==> config.mk <==
export PLATFORM = sky130hd
export DESIGN_NAME = asout_top
export DESIGN_NICKNAME = d
export VERILOG_FILES = /design/src/hdl/asout_pkg.sv /design/src/hdl/asout_delay.sv /design/src/hdl/asout_top.sv
export SDC_FILE = /design/constraint.sdc
export NUM_CORES = 2
export LEC_CHECK = 0
export ABC_AREA = 1
export BUFFER_PORTS_ARGS = -buffer_cell sky130_fd_sc_hd__buf_4
export CAP_MARGIN = 20
export CORE_MARGIN = 1
export CORE_UTILIZATION = 40
export CTS_CLUSTER_DIAMETER = 40
export DETAILED_ROUTE_END_ITERATION = 8
export PLACE_DENSITY = 0.67
export SYNTH_ARGS = -nofsm -noshare
export SYNTH_HDL_FRONTEND = slang
export SYNTH_SLANG_ARGS = --single-unit
==> constraint.sdc <==
create_clock -name mclk -period 6.3 [get_ports mclk]
set_input_delay 0.315 -clock mclk [delete_from_list [all_inputs] [get_ports mclk]]
set_output_delay 0.315 -clock mclk [all_outputs]
set_load 0.01 [all_outputs]
==> src/hdl/asout_pkg.sv <==
package asout_pkg;
    // Sample and frame geometry
    localparam int SAMPLE_BITS = 24;
    localparam int BCLK_PER_FRAME = 64;
    localparam int BCLK_PER_HALF = 32;
    // Speed mode sample rate bounds in Hz
    localparam int SS_FS_MIN_HZ = 2000;
    localparam int SS_FS_MAX_HZ = 54000;
    localparam int DS_FS_MAX_HZ = 108000;
    localparam int QS_FS_MAX_HZ = 216000;
    // Latency in output sample periods per speed mode
    localparam logic [3:0] LAT_SS = 4'hc;
    localparam logic [3:0] LAT_DS = 4'h9;
    localparam logic [3:0] LAT_QS = 4'h5;
    // High-pass shift, one value for every speed mode; corner scales with Fs
    localparam logic [4:0] HPF_SHIFT = 5'h0f;
    // Overflow hold in sample periods: 2^17 - 1
    localparam int OVF_HOLD_BITS = 17;
    localparam logic [16:0] OVF_HOLD = 17'h1ffff;
    // Master bit clock divider: high and low phases in mclk cycles
    localparam logic [7:0] DIV50_HI = 8'h01;
    localparam logic [7:0] DIV50_LO = 8'h01;
    localparam logic [7:0] DIV33_HI = 8'h01;
    localparam logic [7:0] DIV33_LO = 8'h02;
    localparam logic [4:0] BIT_LAST = 5'h1f;
    localparam logic [4:0] MSB_IDX = 5'h17;

    typedef enum logic [1:0] {
        ASOUT_SPEED_SS = 2'b00,
        ASOUT_SPEED_DS = 2'b01,
        ASOUT_SPEED_QS = 2'b10
    } asout_speed_t;

    typedef struct packed {
        logic master;
        logic i2s;
        logic divider_duty_select;
        logic hpf_enable;
        asout_speed_t speed;
    } asout_cfg_t;

    typedef struct packed {
        logic [SAMPLE_BITS-1:0] left;
        logic [SAMPLE_BITS-1:0] right;
        logic overrange;
    } asout_smp_t;
endpackage : asout_pkg

==> src/hdl/asout_delay.sv <==
`timescale 1ns/1ps
// Sample-period delay line with selectable tap for mode latency
module asout_delay
    import asout_pkg::*;
#(
    parameter int DEPTH = 16,
    parameter int W = 2 * SAMPLE_BITS + 1
) (
    input wire logic mclk,
    input wire logic srst,
    input wire logic ce,
    input wire logic adv,
    input wire logic [3:0] tap,
    input wire logic [W-1:0] din,
    output logic [W-1:0] dout
);
    logic [W-1:0] mem_q [DEPTH];
    logic [W-1:0] mem_d [DEPTH];
    logic [W-1:0] out_q, out_d;

    always_comb begin
        mem_d = mem_q;
        out_d = out_q;
        if (adv) begin
            mem_d[0] = din;
            for (int i = 1; i < DEPTH; i++) begin
                mem_d[i] = mem_q[i-1];
            end
            out_d = mem_q[tap - 4'h1];
        end
    end

    always_ff @(posedge mclk) begin
        if (srst) begin
            for (int i = 0; i < DEPTH; i++) begin
                mem_q[i] <= '0;
            end
            out_q <= '0;
        end else if (ce) begin
            mem_q <= mem_d;
            out_q <= out_d;
        end
    end

    assign dout = out_q;
endmodule : asout_delay

==> src/hdl/asout_top.sv <==
`timescale 1ns/1ps
// What this block does
// - Single-speed mode serves 2 to 54 kHz.
// - Double-speed mode serves above 54 up to 108 kHz.
// - Quad-speed mode serves above 108 up to 216 kHz.
// - Latency is 12, 9 or 5 sample periods by speed mode.
// - Filter edges scale with sample rate; response same within a mode.
// - High-pass corner and settling scale with sample rate.
// - Overflow flag holds 2^17-1 sample periods after overrange.
// - Master mode makes bit clock at 64 times sample rate.
// - Master bit clock duty 50 percent, or 33 percent when selected.
// - Frame clock and data change away from bit clock rising edges.
module asout_top
    import asout_pkg::*;
#(
    parameter int LAT_DEPTH = 16
) (
    input wire logic mclk,
    input wire logic srst,
    input wire logic ce,
    input wire asout_cfg_t cfg,
    input wire logic smp_valid,
    input wire asout_smp_t smp,
    input wire logic bclk_in,
    input wire logic frame_clock_in,
    output logic bclk_out,
    output logic bclk_oe,
    output logic frame_clock_out,
    output logic frame_clock_oe,
    output logic serial_sample_out,
    output logic overrange_flag
);
    // ==========================================================
    // Decimated sample path: high-pass and latency
    // ==========================================================
    localparam int W = 2 * SAMPLE_BITS + 1;

    function automatic logic [3:0] lat_of(input asout_speed_t s);
        unique case (s)
            ASOUT_SPEED_SS: lat_of = LAT_SS;
            ASOUT_SPEED_DS: lat_of = LAT_DS;
            ASOUT_SPEED_QS: lat_of = LAT_QS;
            default: lat_of = LAT_SS;
        endcase
    endfunction : lat_of

    function automatic logic [SAMPLE_BITS-1:0] hpf_out(
        input logic [SAMPLE_BITS-1:0] x,
        input logic [SAMPLE_BITS+15:0] acc
    );
        hpf_out = x - acc[SAMPLE_BITS+15:16];
    endfunction : hpf_out

    // One-pole offset tracker updated per sample: corner and settling scale with Fs
    logic [SAMPLE_BITS+15:0] accl_q, accl_d, accr_q, accr_d;
    logic [W-1:0] hp_word, dly_word;
    logic [SAMPLE_BITS-1:0] hl, hr;

    always_comb begin
        hl = cfg.hpf_enable ? hpf_out(smp.left, accl_q) : smp.left;
        hr = cfg.hpf_enable ? hpf_out(smp.right, accr_q) : smp.right;
        accl_d = accl_q;
        accr_d = accr_q;
        if (smp_valid && cfg.hpf_enable) begin
            accl_d = accl_q + (SAMPLE_BITS+16)'($signed({hl, 16'h0000}) >>> HPF_SHIFT);
            accr_d = accr_q + (SAMPLE_BITS+16)'($signed({hr, 16'h0000}) >>> HPF_SHIFT);
        end
        hp_word = {hl, hr, smp.overrange};
    end

    always_ff @(posedge mclk) begin
        if (srst) begin
            accl_q <= '0;
            accr_q <= '0;
        end else if (ce) begin
            accl_q <= accl_d;
            accr_q <= accr_d;
        end
    end

    // Filter edges follow Fs since everything advances once per sample
    asout_delay #(.DEPTH(LAT_DEPTH), .W(W)) u_delay (
        .mclk(mclk),
        .srst(srst),
        .ce(ce),
        .adv(smp_valid),
        .tap(lat_of(cfg.speed)),
        .din(hp_word),
        .dout(dly_word)
    );

    // ==========================================================
    // Overrange hold-out
    // ==========================================================
    logic [OVF_HOLD_BITS-1:0] ovf_cnt_q, ovf_cnt_d;

    always_comb begin
        ovf_cnt_d = ovf_cnt_q;
        if (smp_valid) begin
            if (dly_word[0]) begin
                ovf_cnt_d = OVF_HOLD;
            end else if (ovf_cnt_q != '0) begin
                ovf_cnt_d = ovf_cnt_q - 1'b1;
            end
        end
    end

    always_ff @(posedge mclk) begin
        if (srst) begin
            ovf_cnt_q <= '0;
        end else if (ce) begin
            ovf_cnt_q <= ovf_cnt_d;
        end
    end

    assign overrange_flag = (ovf_cnt_q != '0);

    // ==========================================================
    // Master bit clock divider
    // ==========================================================
    logic [7:0] div_q, div_d;
    logic bclk_q, bclk_d;

    always_comb begin
        div_d = div_q + 8'h01;
        bclk_d = bclk_q;
        if (bclk_q) begin
            if (div_q + 8'h01 >= (cfg.divider_duty_select ? DIV33_HI : DIV50_HI)) begin
                div_d = 8'h00;
                bclk_d = 1'b0;
            end
        end else if (div_q + 8'h01 >= (cfg.divider_duty_select ? DIV33_LO : DIV50_LO)) begin
            div_d = 8'h00;
            bclk_d = 1'b1;
        end
        if (!cfg.master) begin
            div_d = 8'h00;
            bclk_d = 1'b0;
        end
    end

    always_ff @(posedge mclk) begin
        if (srst) begin
            div_q <= 8'h00;
            bclk_q <= 1'b0;
        end else if (ce) begin
            div_q <= div_d;
            bclk_q <= bclk_d;
        end
    end

    // ==========================================================
    // Serial framing: change on falling bit clock edge
    // ==========================================================
    logic bclk_in_q;
    logic fall_e, frm_level;
    logic [5:0] bit_q, bit_d;
    logic frm_q, frm_d, sdo_q, sdo_d, frm_prev_q, frm_prev_d;
    logic [SAMPLE_BITS-1:0] shl_q, shl_d, shr_q, shr_d;
    logic [5:0] pos;

    always_ff @(posedge mclk) begin
        if (srst) begin
            bclk_in_q <= 1'b0;
        end else if (ce) begin
            bclk_in_q <= bclk_in;
        end
    end

    // Master: act where own clock falls; slave: where external clock falls
    assign fall_e = cfg.master ? (bclk_q && !bclk_d && ce) : (bclk_in_q && !bclk_in);
    assign frm_level = cfg.master ? frm_q : frame_clock_in;

    always_comb begin
        bit_d = bit_q;
        frm_d = frm_q;
        frm_prev_d = frm_prev_q;
        sdo_d = sdo_q;
        shl_d = shl_q;
        shr_d = shr_q;
        pos = 6'h00;
        if (fall_e) begin
            if (cfg.master) begin
                bit_d = bit_q + 6'h01;
                frm_d = bit_d[5];
            end else begin
                bit_d = (frame_clock_in != frm_prev_q) ? 6'h00 : bit_q + 6'h01;
            end
            frm_prev_d = frm_level;
            // Load both words once, at the left-half start, so a pair never splits
            if (bit_d == 6'h00 && (cfg.master || !frm_level)) begin
                shl_d = dly_word[W-1 -: SAMPLE_BITS];
                shr_d = dly_word[SAMPLE_BITS:1];
            end
            pos = {1'b0, bit_d[4:0]} - (cfg.i2s ? 6'h01 : 6'h00);
            if (pos <= {1'b0, MSB_IDX} && !(cfg.i2s && bit_d[4:0] == 5'h00)) begin
                sdo_d = (cfg.master ? bit_d[5] : frm_level)
                    ? shr_d[MSB_IDX - pos[4:0]] : shl_d[MSB_IDX - pos[4:0]];
            end else begin
                sdo_d = 1'b0;
            end
        end
    end

    always_ff @(posedge mclk) begin
        if (srst) begin
            bit_q <= 6'h3f;
            frm_q <= 1'b1;
            frm_prev_q <= 1'b0;
            sdo_q <= 1'b0;
            shl_q <= '0;
            shr_q <= '0;
        end else if (ce) begin
            bit_q <= bit_d;
            frm_q <= frm_d;
            frm_prev_q <= frm_prev_d;
            sdo_q <= sdo_d;
            shl_q <= shl_d;
            shr_q <= shr_d;
        end
    end

    assign bclk_out = bclk_q;
    assign bclk_oe = cfg.master;
    assign frame_clock_out = frm_q;
    assign frame_clock_oe = cfg.master;
    assign serial_sample_out = sdo_q;

    // ==========================================================
    // Checks
    // ==========================================================
    ovf_set_a: assert property (@(posedge mclk) disable iff (srst)
        ce && smp_valid && dly_word[0] |=> overrange_flag)
        else $error("overflow flag not set");
    ovf_hold_a: assert property (@(posedge mclk) disable iff (srst)
        ce && !smp_valid && overrange_flag |=> overrange_flag)
        else $error("overflow flag dropped between samples");
    bclk_high_a: assert property (@(posedge mclk) disable iff (srst)
        ce && cfg.master && $rose(bclk_q) && !cfg.divider_duty_select |=> !bclk_q)
        else $error("bit clock high phase wrong");
    frame_stable_a: assert property (@(posedge mclk) disable iff (srst)
        cfg.master && $changed(frm_q) |-> $fell(bclk_q))
        else $error("frame clock moved off falling edge");
    data_edge_a: assert property (@(posedge mclk) disable iff (srst)
        cfg.master && $changed(sdo_q) |-> $fell(bclk_q))
        else $error("data moved off falling edge");
    oe_mode_a: assert property (@(posedge mclk) disable iff (srst)
        bclk_oe == cfg.master && frame_clock_oe == cfg.master && (cfg.master || !bclk_out))
        else $error("pin enable mismatch");
    i2s_lead_a: assert property (@(posedge mclk) disable iff (srst)
        ce && cfg.master && cfg.i2s && fall_e && bit_d[4:0] == 5'h00 |=> !serial_sample_out)
        else $error("i2s first slot not blank");
    dly_hold_a: assert property (@(posedge mclk) disable iff (srst)
        ce && !smp_valid |=> $stable(dly_word))
        else $error("delay line moved between samples");
endmodule : asout_top

==> qor.csv <==
stage,metric,value,unit
drt,routedWlPerCell,14.93,um
synthesis,synth_cells,6429,
clock_tree,post-cts-setup-buffer-count,0,
synthesis,syn_avg_cell_area,7.096,um2
grt,grtUsageTotal,19.59,%
floorplanning,die_w,339.7,um
sta,hold_viol,0,
synthesis,synth_seq_area_share,43.67,%
placed_design,port-buffer-count,66,
setup_path,reg2reg_to,accr_q[39],
drt,drt_first_pass_iters,5,
drt,wirelength,117000,um
synthesis,synth_top_area_share,43.67,%
pwr,p_per_area,326.2,nW/um2
synthesis,synthAdderAreaFrac,3.851,%
synthesis,synth_ff_type,dfxtp_1,
layout,design_area,51070,um2
synthesis,yosysMostFrequentCell,nor2_1,
clock_tree,clk_pin_slew,60,ps
drt,detail-route-antenna-nets,0,
clock_tree,clk_latency,690,ps
synthesis,syn_nets,6628,
synthesis,synth_cell_type_count,48,
layout,drive_gt1_share,5.764,%
pwr,p_switching,4.827,mW
layout,nets,6436,
pwr,pwr-share-seq,41.6,%
drt,vias,40830,
placed_design,gp_congestion,0.9097,
clock_tree,cts_tree,done,
sta,max_freq,193.5,MHz
min_path,min_path_cells,3,
sta,setup_viol,0,
setup_path,worstReg2RegStart,accr_q[34],
sta,clock_skew,31.99,ps
grt,grt_pass1_vias,36630,
clock_tree,numCtsBuffers,115,
synthesis,yosys.area.top_type,dfxtp_1,
setup_path,critPathCaptureType,flip-flop,
floorplanning,die_area,115400,um2
min_path,worst_hold_path_type,in2reg,
run,cap_violations,0,
synthesis,synth_edf_count,0,
sta,grt_setup_unrepaired,false,
pwr,peakVddDrop,0.0002154,V
drt,drt_iter0_drc,3294,
setup_path,start_kind,flip-flop,
synthesis,syn_area,45620,um2
synthesis,muxShareOfSynthArea,0,%
layout,area_delta_synth_final,11.96,%
synthesis,synth_top_family_by_area,compound AO/OA/AOI/OAI gates,
floorplanning,start_util,40.44,%
placed_design,dpl.hpwl,71980,um
setup_path,rr_worst_depth,25,
drt,vias_per_cell,5.212,
floorplanning,coreArea,112800,um2
sta,min_period,5168,ps
pwr,pwr-share-comb,16.0,%
pwr,p_int,11.83,mW
sta,tightestPinTransition,1209,ps
synthesis,synth.area.top_cells,"dfxtp_1 (44%), o21ai_0 (14%), nor2_1 (13%), a21oi_1 (4.9%), nand2_1 (4.1%)",
synthesis,synth_xor_area_share,1.382,%
setup_path,rrSetupSlack,1130,ps
floorplanning,io_pins,67,
sta,maxSlewViolCount,0,
placed_design,place_area,46860,um2
pwr,swShare,28.98,%
setup_path,path_max_fanout,16,
grt,antenna_found_initial,5,
synthesis,synthSimpleGateAreaFrac,20.31,%
grt,grt_start_max_net_pins,323,
clock_tree,clkSinkCount,995,
synthesis,ys.warnings.count,0,
synthesis,synth_async_sr_flop_share,0,%
synthesis,ys_ff_latch,995,
clock_tree,clockBufferDepth,3,
sta,finalCritPeriodShare,82.02,%
clock_tree,cts-root-buf,clkbuf_16,
sta,maxSlewHeadroom,19.41,%
synthesis,synth_compound_area_share,23.44,%
setup_path,crit_type,reg2reg,
grt,grt_pass1_wl,190100,um
setup_path,required,6940,ps
sta,setup_tns,0,ps
pwr,p_leak,21.28,nW
grt,globalRouteOverflowTotal,0,
setup_path,cp.arrival,5800,ps
pwr,clkPwrFrac,42.4,%
floorplanning,die_h,339.7,um
drt,drc,0,
synthesis,yosys-top-cells-count,"nor2_1 (1574), o21ai_0 (1256), dfxtp_1 (995)",
clock_tree,h-tree-depth,3,
min_path,min_delay_worst_endpoint,u_delay.mem_q[737],
floorplanning,rows,123,
min_path,min_from,smp[2],
outcome,status,"complete, no violations",
layout,final.fill_count,11320,
-- area by class of cell --
class	count	area, um2	share of cell area, %
timing repair buffer	121	1039	2.033
clock inverter	66	947.2	1.855
antenna	1	2.502	0.004900
clock buffer	146	3187	6.240
multi-input combinational	4553	22390	43.83
inverter	451	1715	3.359
tap	1500	1877	3.675
sequential	995	19920	39.00
-- worst max-delay path, stage by stage (launching register included) --
cell and delay (ps):
dfxtp_1 350, inv_1 110, ha_1 390, nand2_1 90, nor2_1 150, nor3b_1 340
nand3_1 200, nand3_1 170, nand2_1 60, nand3_1 80, xor2_1 150, nand2_1 60
o21ai_0 150, inv_1 380, ha_1 500, nand2_1 120, nor2_1 150, inv_1 90
nor4_1 470, nand3_1 230, nand3_1 200, a21oi_1 120, or2_2 320, nand4_1 80
nand2_1 60, nor2_1 100
-- power by group through the flow --
stage                     combinational (mW)  clock (mW)  sequential, mW
final                                   2.67        7.07            6.92
after global routing                    3.02        7.47            6.97
after CTS                               2.66        7.19            6.92
after detailed placement                2.64           0            7.05
after global placement                  2.62           0            7.04
after floorplan                         1.96           0            6.99
-- how the worst max path moves through the flow --
stage                from          to  cells past startpoint
6_report       accr_q[34]  accr_q[39]                     25
3_3_place_gp   accr_q[32]  accr_q[39]                     24
2_1_floorplan  accr_q[19]  accr_q[39]                     23
3_5_place_dp      smp[18]  accr_q[39]                     24
5_1_grt        accr_q[34]  accr_q[39]                     25
4_1_cts        accr_q[34]  accr_q[39]                     25
-- layer usage --
| metal | global-route usage [%] | wire length [um] |
|---|---|---|
| met1 | 27.43 | 56230 |
| met2 | 31.08 | 52010 |
| met3 | 2.828 | 5791 |
| met4 | 5.818 | 2924 |
| met5 | 0 | 11 |
-- metrics by stage --
stage	power [mW]	utilization, %	std cells	hold WS [ps]	setup slack [ps]
2_1_floorplan	8.953	-	6429	387.0	2320
3_3_place_gp	9.658	41.54	7613	441.9	1199
3_5_place_dp	9.691	41.54	7613	449.7	1209
4_1_cts	16.77	45.27	7832	3.843	1182
5_1_grt	17.47	45.27	7832	36.37	719.2
6_report	16.66	45.27	7833	34.71	1132
-- kinds of logic (layout without fill, tap and decap cells) --
| group | count (synthesis) | count (layout) |
|---|---|---|
| compound gates | 2008 | 2008 |
| fa+ha+maj | 138 | 138 |
| flops | 995 | 995 |
| buf+inv | 881 | 784 |
| other cells | 0 | 1 |
| xor+xnor | 72 | 72 |
| simple gates | 2335 | 2335 |
-- flip-flops by register name (all words and copies together) (netlist names) --
name,count
ovf_cnt_q,17
u_delay.dout,49
shr_q,24
accl_q,39
frame_clock_out,1
shl_q,24
bclk_in_q,1
frm_prev_q,1
accr_q,39
u_delay.mem_q,784
serial_sample_out,1
bit_q,6
div_q,8
bclk_out,1
-- cell usage in the layout (no fill, tap or decap), types with 5 or more instances in the layout --
| cell type | count |
|---|---|
| dlygate4sd3_1 | 7 |
| nand2_2 | 6 |
| nand3_1 | 156 |
| o21bai_1 | 15 |
| or2_2 | 27 |
| clkinv_4 | 9 |
| inv_6 | 14 |
| clkinvlp_4 | 9 |
| o221ai_1 | 51 |
| o21ai_1 | 9 |
| ha_1 | 132 |
| xor2_1 | 45 |
| a21boi_0 | 5 |
| o21ai_0 | 1256 |
| clkbuf_1 | 14 |
| bufinv_16 | 15 |
| a31oi_1 | 87 |
| inv_8 | 6 |
| a21o_1 | 11 |
| nor2_1 | 1573 |
| clkbuf_8 | 15 |
| a21oi_1 | 448 |
| clkinv_2 | 13 |
| buf_4 | 105 |
| o21a_1 | 12 |
| o211ai_1 | 31 |
| o22ai_1 | 48 |
| buf_12 | 9 |
| nor4_1 | 10 |
| a211oi_1 | 18 |
| nand4_1 | 49 |
| inv_1 | 442 |
| nor3_1 | 6 |
| xnor2_1 | 27 |
| nand2_1 | 492 |
| o31ai_1 | 5 |
| clkbuf_16 | 117 |
| dfxtp_1 | 995 |
-- what timing repair did --
| action | CTS | global route |
|---|---|---|
| hold endpoints to repair | 7 | 0 |
| hold buffers | 7 | 0 |
| resized for setup | 0 | 0 |
Note: power is estimated with default switching activity, not from simulation.
